===== src/common/dprs_pkg.sv =====
// constants, register map and types of the pll reference select bank
// assumes byte registers reached through the i2c slave, one clock
// Function
// RULE_01: ref1 priority uses 00 as first and 01 as second, resets to second, 10 and 11 unused.
// RULE_02: setting the ref0 exclude bit drops ref0 from automatic switchover, clear at reset.
// RULE_03: setting the ref1 exclude bit drops ref1 from automatic switchover, clear at reset.
// RULE_04: state control 00 runs automatically, 01 forces free run, 10 normal, 11 holdover.
// RULE_05: a host using the pll as a plain synthesizer should program the forced free-run code.
// RULE_06: ref0 has a 21-bit pre-divider resetting to zero, applied while ref0 is in use.
// RULE_07: ref1 has a 21-bit pre-divider resetting to zero, applied while ref1 is in use.
// RULE_08: hosts write zero to reserved bits, whose read value is not defined.
// RULE_09: each 24-bit feedback divider spans three bytes msb first, at 0x17 and 0x1a.
// RULE_10: modulator integer is 9 bits over 0x31 bit 0 and 0x32, fraction 21 bits over 0x33 to 0x35.
// RULE_11: reference select 000 is automatic, 001 by gpio, 100 forces ref0, 101 forces ref1.
// RULE_12: ref0 priority uses 00 as first and 01 as second, resets to first.
// RULE_13: a written state control value acts on the state machine one cycle after the write.
package dprs_pkg;
	localparam int NREG = 31;
	// byte addresses, entry 0 in the low byte
	localparam logic [NREG-1:0][7:0] REG_ADDR = {
		8'h3a, 8'h35, 8'h34, 8'h33, 8'h32, 8'h31, 8'h30, 8'h2f,
		8'h2e, 8'h2d, 8'h2c, 8'h2b, 8'h28, 8'h25, 8'h24, 8'h23,
		8'h1c, 8'h1b, 8'h1a, 8'h19, 8'h18, 8'h17, 8'h10, 8'h0f,
		8'h0e, 8'h0d, 8'h0c, 8'h0b, 8'h0a, 8'h09, 8'h08};
	// writable bits; reserved bits stay zero
	localparam logic [NREG-1:0][7:0] REG_MASK = {
		8'hf7, 8'hff, 8'hff, 8'h1f, 8'hff, 8'h01, 8'hff, 8'hdb,
		8'h00, 8'h00, 8'h00, 8'h00, 8'hfe, 8'hfe, 8'hff, 8'hff,
		8'hff, 8'hff, 8'hff, 8'hff, 8'hff, 8'hff, 8'hff, 8'hff,
		8'h1f, 8'hff, 8'hff, 8'h1f, 8'h33, 8'h0f, 8'hff};
	// reset values
	localparam logic [NREG-1:0][7:0] REG_RST = {
		8'h00, 8'h00, 8'h00, 8'h00, 8'h00, 8'h00, 8'h00, 8'h00,
		8'hff, 8'hff, 8'hff, 8'hff, 8'h00, 8'h06, 8'h6d, 8'h77,
		8'h00, 8'h00, 8'h07, 8'h00, 8'h00, 8'h07, 8'h00, 8'h00,
		8'h00, 8'h00, 8'h00, 8'h00, 8'h00, 8'h04, 8'h03};
	// entry indices
	localparam int IX_INPUT_CTRL = 0;
	localparam int IX_PRIORITY = 1;
	localparam int IX_EXCL_STATE = 2;
	localparam int IX_PRE0 = 3;
	localparam int IX_PRE1 = 6;
	localparam int IX_FB0 = 9;
	localparam int IX_FB1 = 12;
	localparam int IX_LOOP_BW = 15;
	localparam int IX_DAMPING = 16;
	localparam int IX_TIGHT_CTRL = 17;
	localparam int IX_TIGHT_THR = 18;
	localparam int IX_SLOPE_HOLD = 23;
	localparam int IX_LOCK = 24;
	localparam int IX_MOD_INT = 25;
	localparam int IX_MOD_FRAC = 27;
	localparam int IX_MOD_ORDER = 30;
	// field positions (lsb)
	localparam int POS_REF_SELECT = 5;
	localparam int POS_FB_SELECT = 2;
	localparam int POS_REVERT = 1;
	localparam int POS_PRI1 = 2;
	localparam int POS_PRI0 = 0;
	localparam int POS_EXCL1 = 5;
	localparam int POS_EXCL0 = 4;
	localparam int POS_STATE = 0;
	// codes
	localparam logic [2:0] SEL_AUTO = 3'h0;
	localparam logic [2:0] SEL_GPIO = 3'h1;
	localparam logic [2:0] SEL_REF0 = 3'h4;
	localparam logic [2:0] SEL_REF1 = 3'h5;
	localparam logic [1:0] FORCE_NONE = 2'h0;
	localparam logic [1:0] FORCE_FREE = 2'h1;
	localparam logic [1:0] FORCE_NORMAL = 2'h2;
	localparam logic [1:0] FORCE_HOLD = 2'h3;
	// arbitrary neutral default for the i2c device address
	localparam logic [6:0] DEV_ADDR_DEFAULT = 7'h2a;

	typedef enum logic [1:0] {free_run_state, normal_state, holdover_state} dprs_pll_state_t;
endpackage


===== src/logic/dprs_i2c_slave.sv =====
// i2c target with byte pointer and auto increment
// assumes open-drain sda resolved outside; scl and sda are asynchronous pins
`timescale 1ns/1ps
module dprs_i2c_slave #(
	parameter logic [6:0] DEV_ADDR = dprs_pkg::DEV_ADDR_DEFAULT
) (
	// clock and reset
	input  wire logic       mclk,
	input  wire logic       reset,
	// pins
	input  wire logic       scl_in,
	input  wire logic       sda_in,
	output logic            sda_out,
	output logic            sda_oe,
	// register side
	output logic            reg_wr,
	output logic [7:0]      reg_addr,
	output logic [7:0]      reg_wdata,
	input  wire logic [7:0] reg_rdata
);
	typedef enum logic [3:0] {idle, addr, addr_ack, ptr, ptr_ack, wdata, wack, rdata, rack} dprs_i2c_st_t;
	typedef struct packed {
		dprs_i2c_st_t st;
		logic [3:0]   cnt;
		logic [7:0]   sh;
		logic         rw;
		logic [7:0]   ptr;
		logic         drive;
		logic [2:0]   scl_s;
		logic [2:0]   sda_s;
		logic         scl_f;
		logic         sda_f;
		logic         wr;
		logic [7:0]   wd;
	} dprs_i2c_t;

	dprs_i2c_t s_ff, nxt_s;
	logic rise, fall, start, stop;

	// pin filter, edges and the byte engine
	always_comb begin
		nxt_s = s_ff;
		nxt_s.wr = 1'b0;
		nxt_s.scl_s = {s_ff.scl_s[1:0], scl_in};
		nxt_s.sda_s = {s_ff.sda_s[1:0], sda_in};
		// a change counts only once stages two and three agree
		if (s_ff.scl_s[1] == s_ff.scl_s[2]) begin
			nxt_s.scl_f = s_ff.scl_s[2];
		end
		if (s_ff.sda_s[1] == s_ff.sda_s[2]) begin
			nxt_s.sda_f = s_ff.sda_s[2];
		end
		rise = nxt_s.scl_f & ~s_ff.scl_f;
		fall = ~nxt_s.scl_f & s_ff.scl_f;
		start = s_ff.scl_f & nxt_s.scl_f & s_ff.sda_f & ~nxt_s.sda_f;
		stop = s_ff.scl_f & nxt_s.scl_f & ~s_ff.sda_f & nxt_s.sda_f;
		if (start) begin
			nxt_s.st = addr;
			nxt_s.cnt = 4'h0;
			nxt_s.drive = 1'b0;
		end else if (stop) begin
			nxt_s.st = idle;
			nxt_s.drive = 1'b0;
		end else if (rise) begin
			if (s_ff.st == addr || s_ff.st == ptr || s_ff.st == wdata) begin
				nxt_s.sh = {s_ff.sh[6:0], s_ff.sda_f};
				nxt_s.cnt = s_ff.cnt + 4'h1;
			end
			// master nack ends a read burst
			if (s_ff.st == rack && s_ff.sda_f) begin
				nxt_s.st = idle;
			end
		end else if (fall) begin
			unique case (s_ff.st)
				idle: begin
				end
				addr: if (s_ff.cnt == 4'h8) begin
					nxt_s.rw = s_ff.sh[0];
					nxt_s.drive = (s_ff.sh[7:1] == DEV_ADDR);
					nxt_s.st = (s_ff.sh[7:1] == DEV_ADDR) ? addr_ack : idle;
				end
				addr_ack: begin
					nxt_s.cnt = s_ff.rw ? 4'h1 : 4'h0;
					nxt_s.sh = reg_rdata;
					nxt_s.drive = s_ff.rw & ~reg_rdata[7];
					nxt_s.st = s_ff.rw ? rdata : ptr;
				end
				ptr: if (s_ff.cnt == 4'h8) begin
					nxt_s.ptr = s_ff.sh;
					nxt_s.drive = 1'b1;
					nxt_s.st = ptr_ack;
				end
				ptr_ack, wack: begin
					nxt_s.drive = 1'b0;
					nxt_s.cnt = 4'h0;
					nxt_s.st = wdata;
					if (s_ff.st == wack) begin
						nxt_s.ptr = s_ff.ptr + 8'h01;
					end
				end
				wdata: if (s_ff.cnt == 4'h8) begin
					nxt_s.wr = 1'b1;
					nxt_s.wd = s_ff.sh;
					nxt_s.drive = 1'b1;
					nxt_s.st = wack;
				end
				rdata: if (s_ff.cnt == 4'h8) begin
					// release sda for the master's acknowledge
					nxt_s.drive = 1'b0;
					nxt_s.ptr = s_ff.ptr + 8'h01;
					nxt_s.st = rack;
				end else begin
					nxt_s.drive = ~s_ff.sh[6];
					nxt_s.sh = {s_ff.sh[6:0], 1'b0};
					nxt_s.cnt = s_ff.cnt + 4'h1;
				end
				rack: begin
					nxt_s.sh = reg_rdata;
					nxt_s.drive = ~reg_rdata[7];
					nxt_s.cnt = 4'h1;
					nxt_s.st = rdata;
				end
			endcase
		end
	end

	// state register; pins idle high after reset
	always_ff @(posedge mclk) begin
		if (reset) begin
			s_ff <= '{st: idle, cnt: 4'h0, sh: 8'h00, rw: 1'b0, ptr: 8'h00, drive: 1'b0,
				scl_s: 3'h7, sda_s: 3'h7, scl_f: 1'b1, sda_f: 1'b1, wr: 1'b0, wd: 8'h00};
		end else begin
			s_ff <= nxt_s;
		end
	end

	assign sda_out = 1'b0;
	assign sda_oe = s_ff.drive;
	assign reg_wr = s_ff.wr;
	assign reg_addr = s_ff.ptr;
	assign reg_wdata = s_ff.wd;
endmodule


===== src/logic/dprs_regs.sv =====
// pll reference select and feedback register bank with selection logic
// assumes ref_ok inputs come from monitors on mclk; gpio select is a pin
`timescale 1ns/1ps
module dprs_regs #(
	parameter logic [6:0] DEV_ADDR = dprs_pkg::DEV_ADDR_DEFAULT
) (
	// clock and reset
	input  wire logic                     mclk,
	input  wire logic                     reset,
	// i2c pins
	input  wire logic                     scl_in,
	input  wire logic                     sda_in,
	output logic                          sda_out,
	output logic                          sda_oe,
	// reference health and gpio choice
	input  wire logic                     ref0_ok,
	input  wire logic                     ref1_ok,
	input  wire logic                     gpio_ref_sel,
	// selection results
	output logic                          sel_ref,
	output logic                          sel_valid,
	output dprs_pkg::dprs_pll_state_t     pll_state,
	output logic [20:0]                   act_predivider,
	output logic [23:0]                   act_fb_divider,
	// decoded controls
	output logic [2:0]                    reference_select,
	output logic [2:0]                    feedback_select,
	output logic                          revertive,
	output logic                          phase_track,
	output logic [1:0]                    ref0_switch_priority,
	output logic [1:0]                    ref1_switch_priority,
	output logic                          ref0_switch_exclude,
	output logic                          ref1_switch_exclude,
	output logic [1:0]                    pll_state_force,
	output logic [20:0]                   ref0_predivider,
	output logic [20:0]                   ref1_predivider,
	output logic [23:0]                   fb_divider_ref0,
	output logic [23:0]                   fb_divider_ref1,
	output logic [8:0]                    modulator_integer,
	output logic [20:0]                   modulator_fraction,
	// raw feedback block bytes
	output logic [7:0]                    loop_bandwidth_select,
	output logic [7:0]                    damping_and_gain,
	output logic [7:0]                    tight_lock_control,
	output logic [7:0]                    tight_lock_threshold,
	output logic [7:0]                    slope_holdover_control,
	output logic [7:0]                    lock_setting,
	output logic [7:0]                    modulator_order_gain
);
	typedef struct packed {
		logic [dprs_pkg::NREG-1:0][7:0] regs;
		logic [2:0]                    gpio_s;
		logic                          gpio_f;
		logic                          sel_ref;
		logic                          sel_valid;
		dprs_pkg::dprs_pll_state_t     auto_st;
		dprs_pkg::dprs_pll_state_t     pll_st;
		logic [20:0]                   pre;
		logic [23:0]                   fb;
	} dprs_regs_t;

	localparam dprs_regs_t S_RST = '{
		regs: dprs_pkg::REG_RST,
		gpio_s: 3'h0,
		gpio_f: 1'b0,
		sel_ref: 1'b0,
		sel_valid: 1'b0,
		auto_st: dprs_pkg::free_run_state,
		pll_st: dprs_pkg::free_run_state,
		pre: 21'h000000,
		fb: 24'h070000};

	dprs_regs_t s_ff, nxt_s;
	logic       reg_wr;
	logic [7:0] reg_addr;
	logic [7:0] reg_wdata;
	logic [7:0] reg_rdata;
	logic       cand0, cand1;
	logic       pick;
	logic       have;
	logic [1:0] pri0, pri1;

	// serial access to the byte map
	dprs_i2c_slave #(
		.DEV_ADDR(DEV_ADDR)
	) u_i2c (
		.mclk      (mclk),
		.reset     (reset),
		.scl_in    (scl_in),
		.sda_in    (sda_in),
		.sda_out   (sda_out),
		.sda_oe    (sda_oe),
		.reg_wr    (reg_wr),
		.reg_addr  (reg_addr),
		.reg_wdata (reg_wdata),
		.reg_rdata (reg_rdata)
	);

	// read mux; reserved bits and unmapped bytes read zero, fixed bytes read ones
	always_comb begin
		reg_rdata = 8'h00;
		for (int i = 0; i < dprs_pkg::NREG; i++) begin
			if (reg_addr == dprs_pkg::REG_ADDR[i]) begin
				reg_rdata = s_ff.regs[i]; // [RULE_08] [RULE_09] [RULE_10]
			end
		end
	end

	// field views of the stored bytes
	always_comb begin
		reference_select = s_ff.regs[dprs_pkg::IX_INPUT_CTRL][dprs_pkg::POS_REF_SELECT +: 3];
		feedback_select = s_ff.regs[dprs_pkg::IX_INPUT_CTRL][dprs_pkg::POS_FB_SELECT +: 3];
		revertive = s_ff.regs[dprs_pkg::IX_INPUT_CTRL][dprs_pkg::POS_REVERT];
		phase_track = s_ff.regs[dprs_pkg::IX_INPUT_CTRL][0];
		ref0_switch_priority = s_ff.regs[dprs_pkg::IX_PRIORITY][dprs_pkg::POS_PRI0 +: 2]; // [RULE_12]
		ref1_switch_priority = s_ff.regs[dprs_pkg::IX_PRIORITY][dprs_pkg::POS_PRI1 +: 2]; // [RULE_01]
		ref0_switch_exclude = s_ff.regs[dprs_pkg::IX_EXCL_STATE][dprs_pkg::POS_EXCL0];
		ref1_switch_exclude = s_ff.regs[dprs_pkg::IX_EXCL_STATE][dprs_pkg::POS_EXCL1];
		pll_state_force = s_ff.regs[dprs_pkg::IX_EXCL_STATE][dprs_pkg::POS_STATE +: 2];
		ref0_predivider = {s_ff.regs[dprs_pkg::IX_PRE0][4:0], s_ff.regs[dprs_pkg::IX_PRE0+1],
			s_ff.regs[dprs_pkg::IX_PRE0+2]}; // [RULE_06]
		ref1_predivider = {s_ff.regs[dprs_pkg::IX_PRE1][4:0], s_ff.regs[dprs_pkg::IX_PRE1+1],
			s_ff.regs[dprs_pkg::IX_PRE1+2]}; // [RULE_07]
		// most significant byte sits at the lowest address
		fb_divider_ref0 = {s_ff.regs[dprs_pkg::IX_FB0], s_ff.regs[dprs_pkg::IX_FB0+1],
			s_ff.regs[dprs_pkg::IX_FB0+2]}; // [RULE_09]
		fb_divider_ref1 = {s_ff.regs[dprs_pkg::IX_FB1], s_ff.regs[dprs_pkg::IX_FB1+1],
			s_ff.regs[dprs_pkg::IX_FB1+2]}; // [RULE_09]
		modulator_integer = {s_ff.regs[dprs_pkg::IX_MOD_INT][0], s_ff.regs[dprs_pkg::IX_MOD_INT+1]}; // [RULE_10]
		modulator_fraction = {s_ff.regs[dprs_pkg::IX_MOD_FRAC][4:0], s_ff.regs[dprs_pkg::IX_MOD_FRAC+1],
			s_ff.regs[dprs_pkg::IX_MOD_FRAC+2]}; // [RULE_10]
		loop_bandwidth_select = s_ff.regs[dprs_pkg::IX_LOOP_BW];
		damping_and_gain = s_ff.regs[dprs_pkg::IX_DAMPING];
		tight_lock_control = s_ff.regs[dprs_pkg::IX_TIGHT_CTRL];
		tight_lock_threshold = s_ff.regs[dprs_pkg::IX_TIGHT_THR];
		slope_holdover_control = s_ff.regs[dprs_pkg::IX_SLOPE_HOLD];
		lock_setting = s_ff.regs[dprs_pkg::IX_LOCK];
		modulator_order_gain = s_ff.regs[dprs_pkg::IX_MOD_ORDER];
	end

	// automatic candidates and their priority order
	always_comb begin
		pri0 = ref0_switch_priority;
		pri1 = ref1_switch_priority;
		cand0 = ref0_ok & ~ref0_switch_exclude; // [RULE_02]
		cand1 = ref1_ok & ~ref1_switch_exclude; // [RULE_03]
		have = cand0 | cand1;
		// lower code is the higher priority; a tie favours ref0
		if (cand0 && cand1) begin
			pick = (pri1 < pri0); // [RULE_01] [RULE_12]
		end else begin
			pick = cand1 & ~cand0;
		end
		// non-revertive keeps a still usable current reference
		if (!revertive && s_ff.sel_valid && (s_ff.sel_ref ? cand1 : cand0)) begin
			pick = s_ff.sel_ref;
		end
	end

	// register writes, selection and pll state tracking
	always_comb begin
		nxt_s = s_ff;
		nxt_s.gpio_s = {s_ff.gpio_s[1:0], gpio_ref_sel};
		if (s_ff.gpio_s[1] == s_ff.gpio_s[2]) begin
			nxt_s.gpio_f = s_ff.gpio_s[2];
		end
		// masked write keeps reserved and fixed bits at their reset value
		for (int i = 0; i < dprs_pkg::NREG; i++) begin
			if (reg_wr && reg_addr == dprs_pkg::REG_ADDR[i]) begin
				nxt_s.regs[i] = (reg_wdata & dprs_pkg::REG_MASK[i])
					| (s_ff.regs[i] & ~dprs_pkg::REG_MASK[i]); // [RULE_08]
			end
		end
		// reserved select codes hold the previous choice
		unique case (reference_select)
			dprs_pkg::SEL_AUTO: begin
				nxt_s.sel_ref = have ? pick : s_ff.sel_ref;
				nxt_s.sel_valid = have; // [RULE_11]
			end
			dprs_pkg::SEL_GPIO: begin
				nxt_s.sel_ref = s_ff.gpio_f;
				nxt_s.sel_valid = s_ff.gpio_f ? ref1_ok : ref0_ok; // [RULE_11]
			end
			dprs_pkg::SEL_REF0: begin
				nxt_s.sel_ref = 1'b0;
				nxt_s.sel_valid = ref0_ok; // [RULE_11]
			end
			dprs_pkg::SEL_REF1: begin
				nxt_s.sel_ref = 1'b1;
				nxt_s.sel_valid = ref1_ok; // [RULE_11]
			end
			default: begin
			end
		endcase
		// dividers of whichever reference the pll is using
		nxt_s.pre = s_ff.sel_ref ? ref1_predivider : ref0_predivider; // [RULE_06] [RULE_07]
		nxt_s.fb = s_ff.sel_ref ? fb_divider_ref1 : fb_divider_ref0;
		// automatic state walk: free run until a reference, then normal or holdover
		unique case (s_ff.auto_st)
			dprs_pkg::free_run_state: if (s_ff.sel_valid) begin
				nxt_s.auto_st = dprs_pkg::normal_state;
			end
			dprs_pkg::normal_state: if (!s_ff.sel_valid) begin
				nxt_s.auto_st = dprs_pkg::holdover_state;
			end
			dprs_pkg::holdover_state: if (s_ff.sel_valid) begin
				nxt_s.auto_st = dprs_pkg::normal_state;
			end
			default: nxt_s.auto_st = dprs_pkg::free_run_state;
		endcase
		// force code read from the stored byte, so a write acts one cycle later
		unique case (pll_state_force)
			dprs_pkg::FORCE_NONE: nxt_s.pll_st = nxt_s.auto_st; // [RULE_04] [RULE_13]
			dprs_pkg::FORCE_FREE: nxt_s.pll_st = dprs_pkg::free_run_state; // [RULE_04] [RULE_13]
			dprs_pkg::FORCE_NORMAL: nxt_s.pll_st = dprs_pkg::normal_state; // [RULE_04] [RULE_13]
			dprs_pkg::FORCE_HOLD: nxt_s.pll_st = dprs_pkg::holdover_state; // [RULE_04] [RULE_13]
		endcase
	end

	// single state register
	always_ff @(posedge mclk) begin
		if (reset) begin
			s_ff <= S_RST;
		end else begin
			s_ff <= nxt_s;
		end
	end

	assign sel_ref = s_ff.sel_ref;
	assign sel_valid = s_ff.sel_valid;
	assign pll_state = s_ff.pll_st;
	assign act_predivider = s_ff.pre;
	assign act_fb_divider = s_ff.fb;
endmodule


===== config.mk =====
export PLATFORM = sky130hd
export DESIGN_NAME = dprs_regs
export DESIGN_NICKNAME = d
export VERILOG_FILES = /design/src/common/dprs_pkg.sv /design/src/logic/dprs_i2c_slave.sv /design/src/logic/dprs_regs.sv
export SDC_FILE = /design/constraint.sdc
export NUM_CORES = 1
export LEC_CHECK = 0
export CORE_ASPECT_RATIO = 1.25
export CORE_MARGIN = 4
export CORE_UTILIZATION = 50
export CTS_BUF_LIST = sky130_fd_sc_hd__clkbuf_4 sky130_fd_sc_hd__clkbuf_8
export CTS_CLUSTER_DIAMETER = 150
export DETAILED_ROUTE_END_ITERATION = 7
export DONT_BUFFER_PORTS = 1
export PLACE_DENSITY = 0.71
export SYNTH_ARGS = -nofsm -noshare
export SYNTH_HDL_FRONTEND = slang
export SYNTH_HIERARCHICAL = 1
export SYNTH_SLANG_ARGS = --single-unit

===== constraint.sdc =====
create_clock -name mclk -period 8.25 [get_ports mclk]
set_clock_uncertainty 0.15 [all_clocks]
set_input_delay 1.65 -clock mclk [delete_from_list [all_inputs] [get_ports mclk]]
set_output_delay 1.65 -clock mclk [all_outputs]
set_load 0.02 [all_outputs]

=== Word-level counts from Yosys, hierarchy flattened ===
Index checks and enable logic that the tools add are counted.
Widths: inputs -> output; s select.

* $add $sub $neg: 2
* Magnitude comparators: 1
* Equality and inequality tests: 71
* Mux-type cells: 81
* Bitwise operators: 36
* Reductions and logical operators: 61

{| class="wikitable"
|+ Operator list
! operator !! number
|-
| $mux 8 || 33
|-
| $eq 8x6->1 const B || 16
|-
| $eq 8x4->1 const B || 8
|-
| $eq 8x5->1 const B || 7
|-
| $mux 9 || 6
|-
| $mux 12 || 4
|-
| $mux 21 || 2
|-
| $logic_and 1x1->1 || 31
|-
| $pmux 4 s7 || 1
|-
| $mux 26 || 1
|-
| $mux 24 || 1
|-
| $or 5x8->8 || 3
|-
| $pmux 8 s3 || 1
|-
| $reduce_and 6->1 || 4
|-
| $mux 4 || 5
|-
| $ne 5x2->1 const B || 4
|-
| $eq 4x3->1 const B || 4
|-
| $mux 16 || 1
|-
| $or 8x1->8 || 2
|-
| $pmux 2 s4 || 2
|-
| $pmux 4 s4 || 1
|-
| $pmux 8 s2 || 1
|-
| $mux 1 || 14
|-
| $not 1->1 || 14
|-
| 50 further kinds || 86
|}

* Bits in registers: 314
* Input port bits: 7
* Output and inout port bits: 243
* Word-level logic and storage cells: 300

=== Depth between registers and ports, before layout ===
* Depth after elaboration: 39
* Gate-level depth with buffers: 16
* Gate-level depth less buffers: 12

=== Modules after synthesis ===
Netlist, hierarchy kept.

{| class="wikitable"
|+ By module, submodules not included
! module !! times used !! cells an instance !! area an instance (µm²) !! seq. area each (µm²)
|-
| dprs_regs || 1 || 1578 || 12733.5 || 4844.6
|-
| dprs_i2c_slave || 1 || 325 || 2730.1 || 860.8
|}

=== Worst setup path before layout ===
Ideal clock, no wire load.

* Path kind: register -> register
* Start point: reg u_i2c.s_ff, in the netlist u_i2c/reg_addr[6]
* End point: reg u_i2c.s_ff, in the netlist u_i2c/sda_oe
* Library setup time: 0.133 ns
* Arrival: 2.589 ns
* Data required time: 7.967 ns
* Path slack: 5.378 ns
* Stages on the path, launching flop included: 15
* Buffers on the path: 2
* Path through: dfxtp_1 -> buf_4 -> nor4_2 -> and2_1 -> buf_4 -> nand3_1 -> a32o_1 -> a21oi_1 -> o221ai_1 -> a21oi_1 -> nand2b_1 -> a22oi_1 -> a2bb2oi_1 -> o211ai_1 -> mux2i_1

* Cells in the longest elaborated chain, start to end: 35
* Elaborated cells on any way between the ends: 65
* Classes of those cells: eq/ne: 31; mux: 32; bitwise: 2

{| class="wikitable"
|+ RTL lines
! element !! line !! source
|-
| start: declaration || dprs_i2c_slave.sv:37 || <nowiki>dprs_i2c_t s_ff, nxt_s;</nowiki>
|-
| start signal: assignment || dprs_i2c_slave.sv:130 || <nowiki>s_ff <= '{st: idle, cnt: 4'h0, sh: 8'h00, rw: 1'b0, ptr: 8'h00, drive: 1'b0,</nowiki>
|-
| start signal: assignment || dprs_i2c_slave.sv:133 || <nowiki>s_ff <= nxt_s;</nowiki>
|-
| $eq 8x4->1 || dprs_regs.sv:103 || <nowiki>if (reg_addr == dprs_pkg::REG_ADDR[i]) begin</nowiki>
|-
| $mux 8 (30 in a row) || dprs_regs.sv:103 ||
|-
| $mux 8 (*) || dprs_regs.sv:103 ||
|-
| net reg_rdata[7] || dprs_regs.sv:77 || <nowiki>logic [7:0] reg_rdata;</nowiki>
|-
| $not 1->1 (*) || dprs_i2c_slave.sv:85, dprs_i2c_slave.sv:119 ||
|-
| $and 1x1->1 || dprs_i2c_slave.sv:85 || <nowiki>nxt_s.drive = s_ff.rw & ~reg_rdata[7];</nowiki>
|-
| $pmux 1 s7 (*) || dprs_i2c_slave.sv:74 || <nowiki>unique case (s_ff.st)</nowiki>
|}

Mark *: on every way through the listed nets, which the timed path passes. The rest lies on a longest branch.
A chain may end at the register's enable or synchronous reset.

=== Final worst setup path ===
* Start point: reg u_i2c.s_ff, in the netlist u_i2c/reg_addr[2]
* End point: reg u_i2c.s_ff, in the netlist u_i2c/sda_oe

Same word-level chain as after synthesis.

==> reports/metrics.cfg <==
[cts]
numCtsBuffers=45
cts_root_buf=clkbuf_8
clockBufferDepth=3
clk_pin_slew_worst_paths_ns=0.07
cts_max_level=2
post_cts_resized=0
postCtsHoldBufs=0
cts_sinks=285
post_cts_buffers=0
clk_latency_ns=0.59
cts_tree=built

[timing]
relSlewSlack_pct=22.5
slew_viol_final=0
layout_min_cycle_time_ns=4.08
setup_viol=0
hold_slack_ns=0.266
period_share_pct=49.4
rsz0062_at_grt=no
timing_hold_violations_final=0
worstMarginPinSlew_ns=1.16
tns_ns=0
max_freq_ghz=0.245

[route]
vias=12600
via_per_inst=6.27
route.detailed.drc=0
drt_iter0_drc=1300
drt_pass1_iterations=5
drt-wirelength-per-cell_um=24.0
drt_wl_total_mm=48.2
ant_nets=0

[cells_and_area]
drive_above_1_share_pct=9.38
regArea_um2=5710
fillers=2891
instances_no_fill=2011
fin_area_um2=14600
postLayoutCoreUtil_pct=48.3
multi_input_area_um2=7220
nNetsFinal=1592
syn2layout_area_growth_pct=-5.40
n_antenna_cell=0

[pwr]
internal-power_uw=2140
p_per_area_nw_per_um2=187
p_seq_share_pct=50.7
power_switching_share_pct=21.7
clkPwrFrac_pct=48.5
p_leak_uw=0.00516
pwr-share-comb_pct=0.8
vdd_drop_max_mv=0.101
total_switching_power_uw=594

[global_routing]
antenna_found_initial=0
grt_pass1_wl_mm=72.1
grt_max_degree=272
grt_util_all_layers_pct=27.2
overflow=0
grt_pass1_vias=11700

[placement]
gp_congestion=0.966
dp_cells=1931
dpl-instance-area_um2=13600
portBuffers=0
dp.final_hpwl_mm=33.3

[critical_path]
startpoint_type=flip-flop
crit_fanout=37
crit_arrival_ns=4.39
crit_chain=buf_4, nor2b_1, nand2_1, nor2_1, a221o_1, o221ai_1, a21oi_1, nand2b_1, a22oi_1, a2bb2oi_1, o211ai_1, mux2i_1
critPathCaptureType=flip-flop
critPathKind=reg2reg
slowest_delay_ns=0.75
crit_family=simple AND/OR/NAND/NOR gates
cp.required_ns=8.56
path_buf_inv=1
cp_slowest_cell=nor2b_1

[synth]
synth_area_um2=15500
ys_ff_latch=285
synthFlopType=dfxtp_1
synth-edff-count=0
synth.most_common_cell=dfxtp_1
synth_area_leaders=dfxtp_1 37%, buf_4 12%, mux2i_1 7.7%, a21oi_1 5.7%, nor2_1 4.9%
synth_top_area_share_pct=36.9
synth_common_cells=285 x dfxtp_1, 255 x buf_4, 203 x nor2_1
synth_warnings=6
ys_types=86
synth_top_cell_by_area=dfxtp_1
ys_async_sr_fraction_pct=0
synth.avg_cell_area_um2=8.13
ys_seq_area_share_pct=36.9
synth_cells=1903

[die]
pin_count=250
die_area_um2=33800
initial_core_util_pct=51.0
core_area_um2=30300
die_h_um=205
die_w_um=165
rows=71

[worst_hold_path]
hold_class=reg2reg

[status]
status=finished clean

[job]
cap_viol_max_count=0

layer usage:
| metal | global-route usage (%) | part of all wire, % |
|---|---|---|
| met3 | 6.98 | 9.5 |
| met4 | 12.5 | 4.8 |
| met5 | 0 | 0 |
| met2 | 44.5 | 47 |
| met1 | 33.6 | 39 |
registers in the layout, indices dropped and copies added (netlist names), 3 cells and up:
signal	flops
act_fb_divider	24
act_predivider	21
damping_and_gain	8
fb_divider_ref0	24
fb_divider_ref1	24
feedback_select	3
lock_setting	8
loop_bandwidth_select	8
modulator_fraction	21
modulator_integer	9
modulator_order_gain	7
ref0_predivider	21
ref1_predivider	21
reference_select	3
s_ff	4
slope_holdover_control	6
tight_lock_control	7
tight_lock_threshold	7
u_i2c/nxt_s	4
u_i2c/reg_addr	8
u_i2c/reg_wdata	8
u_i2c/s_ff	21
cell type report:
class	instances	share of cell area, %
clock inverters	14	1.05
multi-input cells	1211	49.4
flip-flops and latches	285	39.1
well taps	401	3.43
inverters	15	0.385
clock buffers	66	5.74
repair buffers	19	0.975
layout by cell type, fill, tap and decap left out, types with 7 or more instances in the layout:
cell type / instances
and3_1: 28
o21ai_0: 53
a22oi_1: 11
ha_1: 8
a211o_1: 27
nand2_1: 189
mux2_2: 9
or3_1: 7
inv_1: 15
nand3_1: 122
clkbuf_4: 11
nand2b_1: 12
o211ai_1: 8
clkbuf_8: 55
a211oi_1: 7
clkinv_2: 8
dfxtp_1: 281
nor3_1: 18
nor2b_1: 21
nor2_1: 203
a31oi_1: 7
or2_2: 9
o22ai_1: 19
nor4_1: 7
a21oi_1: 176
mux2_4: 7
mux2i_1: 119
buf_4: 19
per-stage QoR:
step	power (uW)	worst slack [ns]
after floorplan	1450	5.38
after global placement	1440	4.38
after detailed placement	1440	4.26
after CTS	2750	4.25
after global routing	2810	3.88
final	2730	4.17
power groups by stage:
stage | logic [uW] | clock network (uW) | registers (uW)
after floorplan | 41.9 | 0 | 1410
after global placement | 22.4 | 0 | 1410
after detailed placement | 23.0 | 0 | 1410
after CTS | 23.0 | 1350 | 1380
after global routing | 24.7 | 1410 | 1380
final | 23.2 | 1320 | 1380
worst paths after layout:
| kind | from | end | slack, ns | cells past startpoint |
|---|---|---|---|---|
| worst max-delay path | u_i2c/reg_addr[2]$_SDFFE_PP0P_ | u_i2c/sda_oe$_SDFFE_PP0P_ | 4.17 | 12 |
| worst min-delay path | u_i2c/nxt_s[12]$_SDFF_PP1_ | u_i2c/nxt_s[13]$_SDFF_PP1_ | 0.27 | 1 |
| worst max register to register | u_i2c/reg_addr[2]$_SDFFE_PP0P_ | u_i2c/sda_oe$_SDFFE_PP0P_ | 4.17 | 12 |
| worst min register to register | u_i2c/nxt_s[12]$_SDFF_PP1_ | u_i2c/nxt_s[13]$_SDFF_PP1_ | 0.27 | 1 |
kinds of logic (layout without fill, tap and decap cells):
| kind of cell | count (synthesis) | in the layout | synth area share [%] |
|---|---|---|---|
| other cells | 2 | 6 | 0.0486 |
| compound gates | 386 | 386 | 15.7 |
| mux | 137 | 137 | 9.33 |
| simple gates | 670 | 670 | 20.6 |
| fa+ha+maj | 9 | 9 | 0.712 |
| buf+inv | 411 | 114 | 16.5 |
| flops | 285 | 285 | 36.9 |
| xor+xnor | 3 | 3 | 0.170 |
Power figures use the tool's default switching activity.
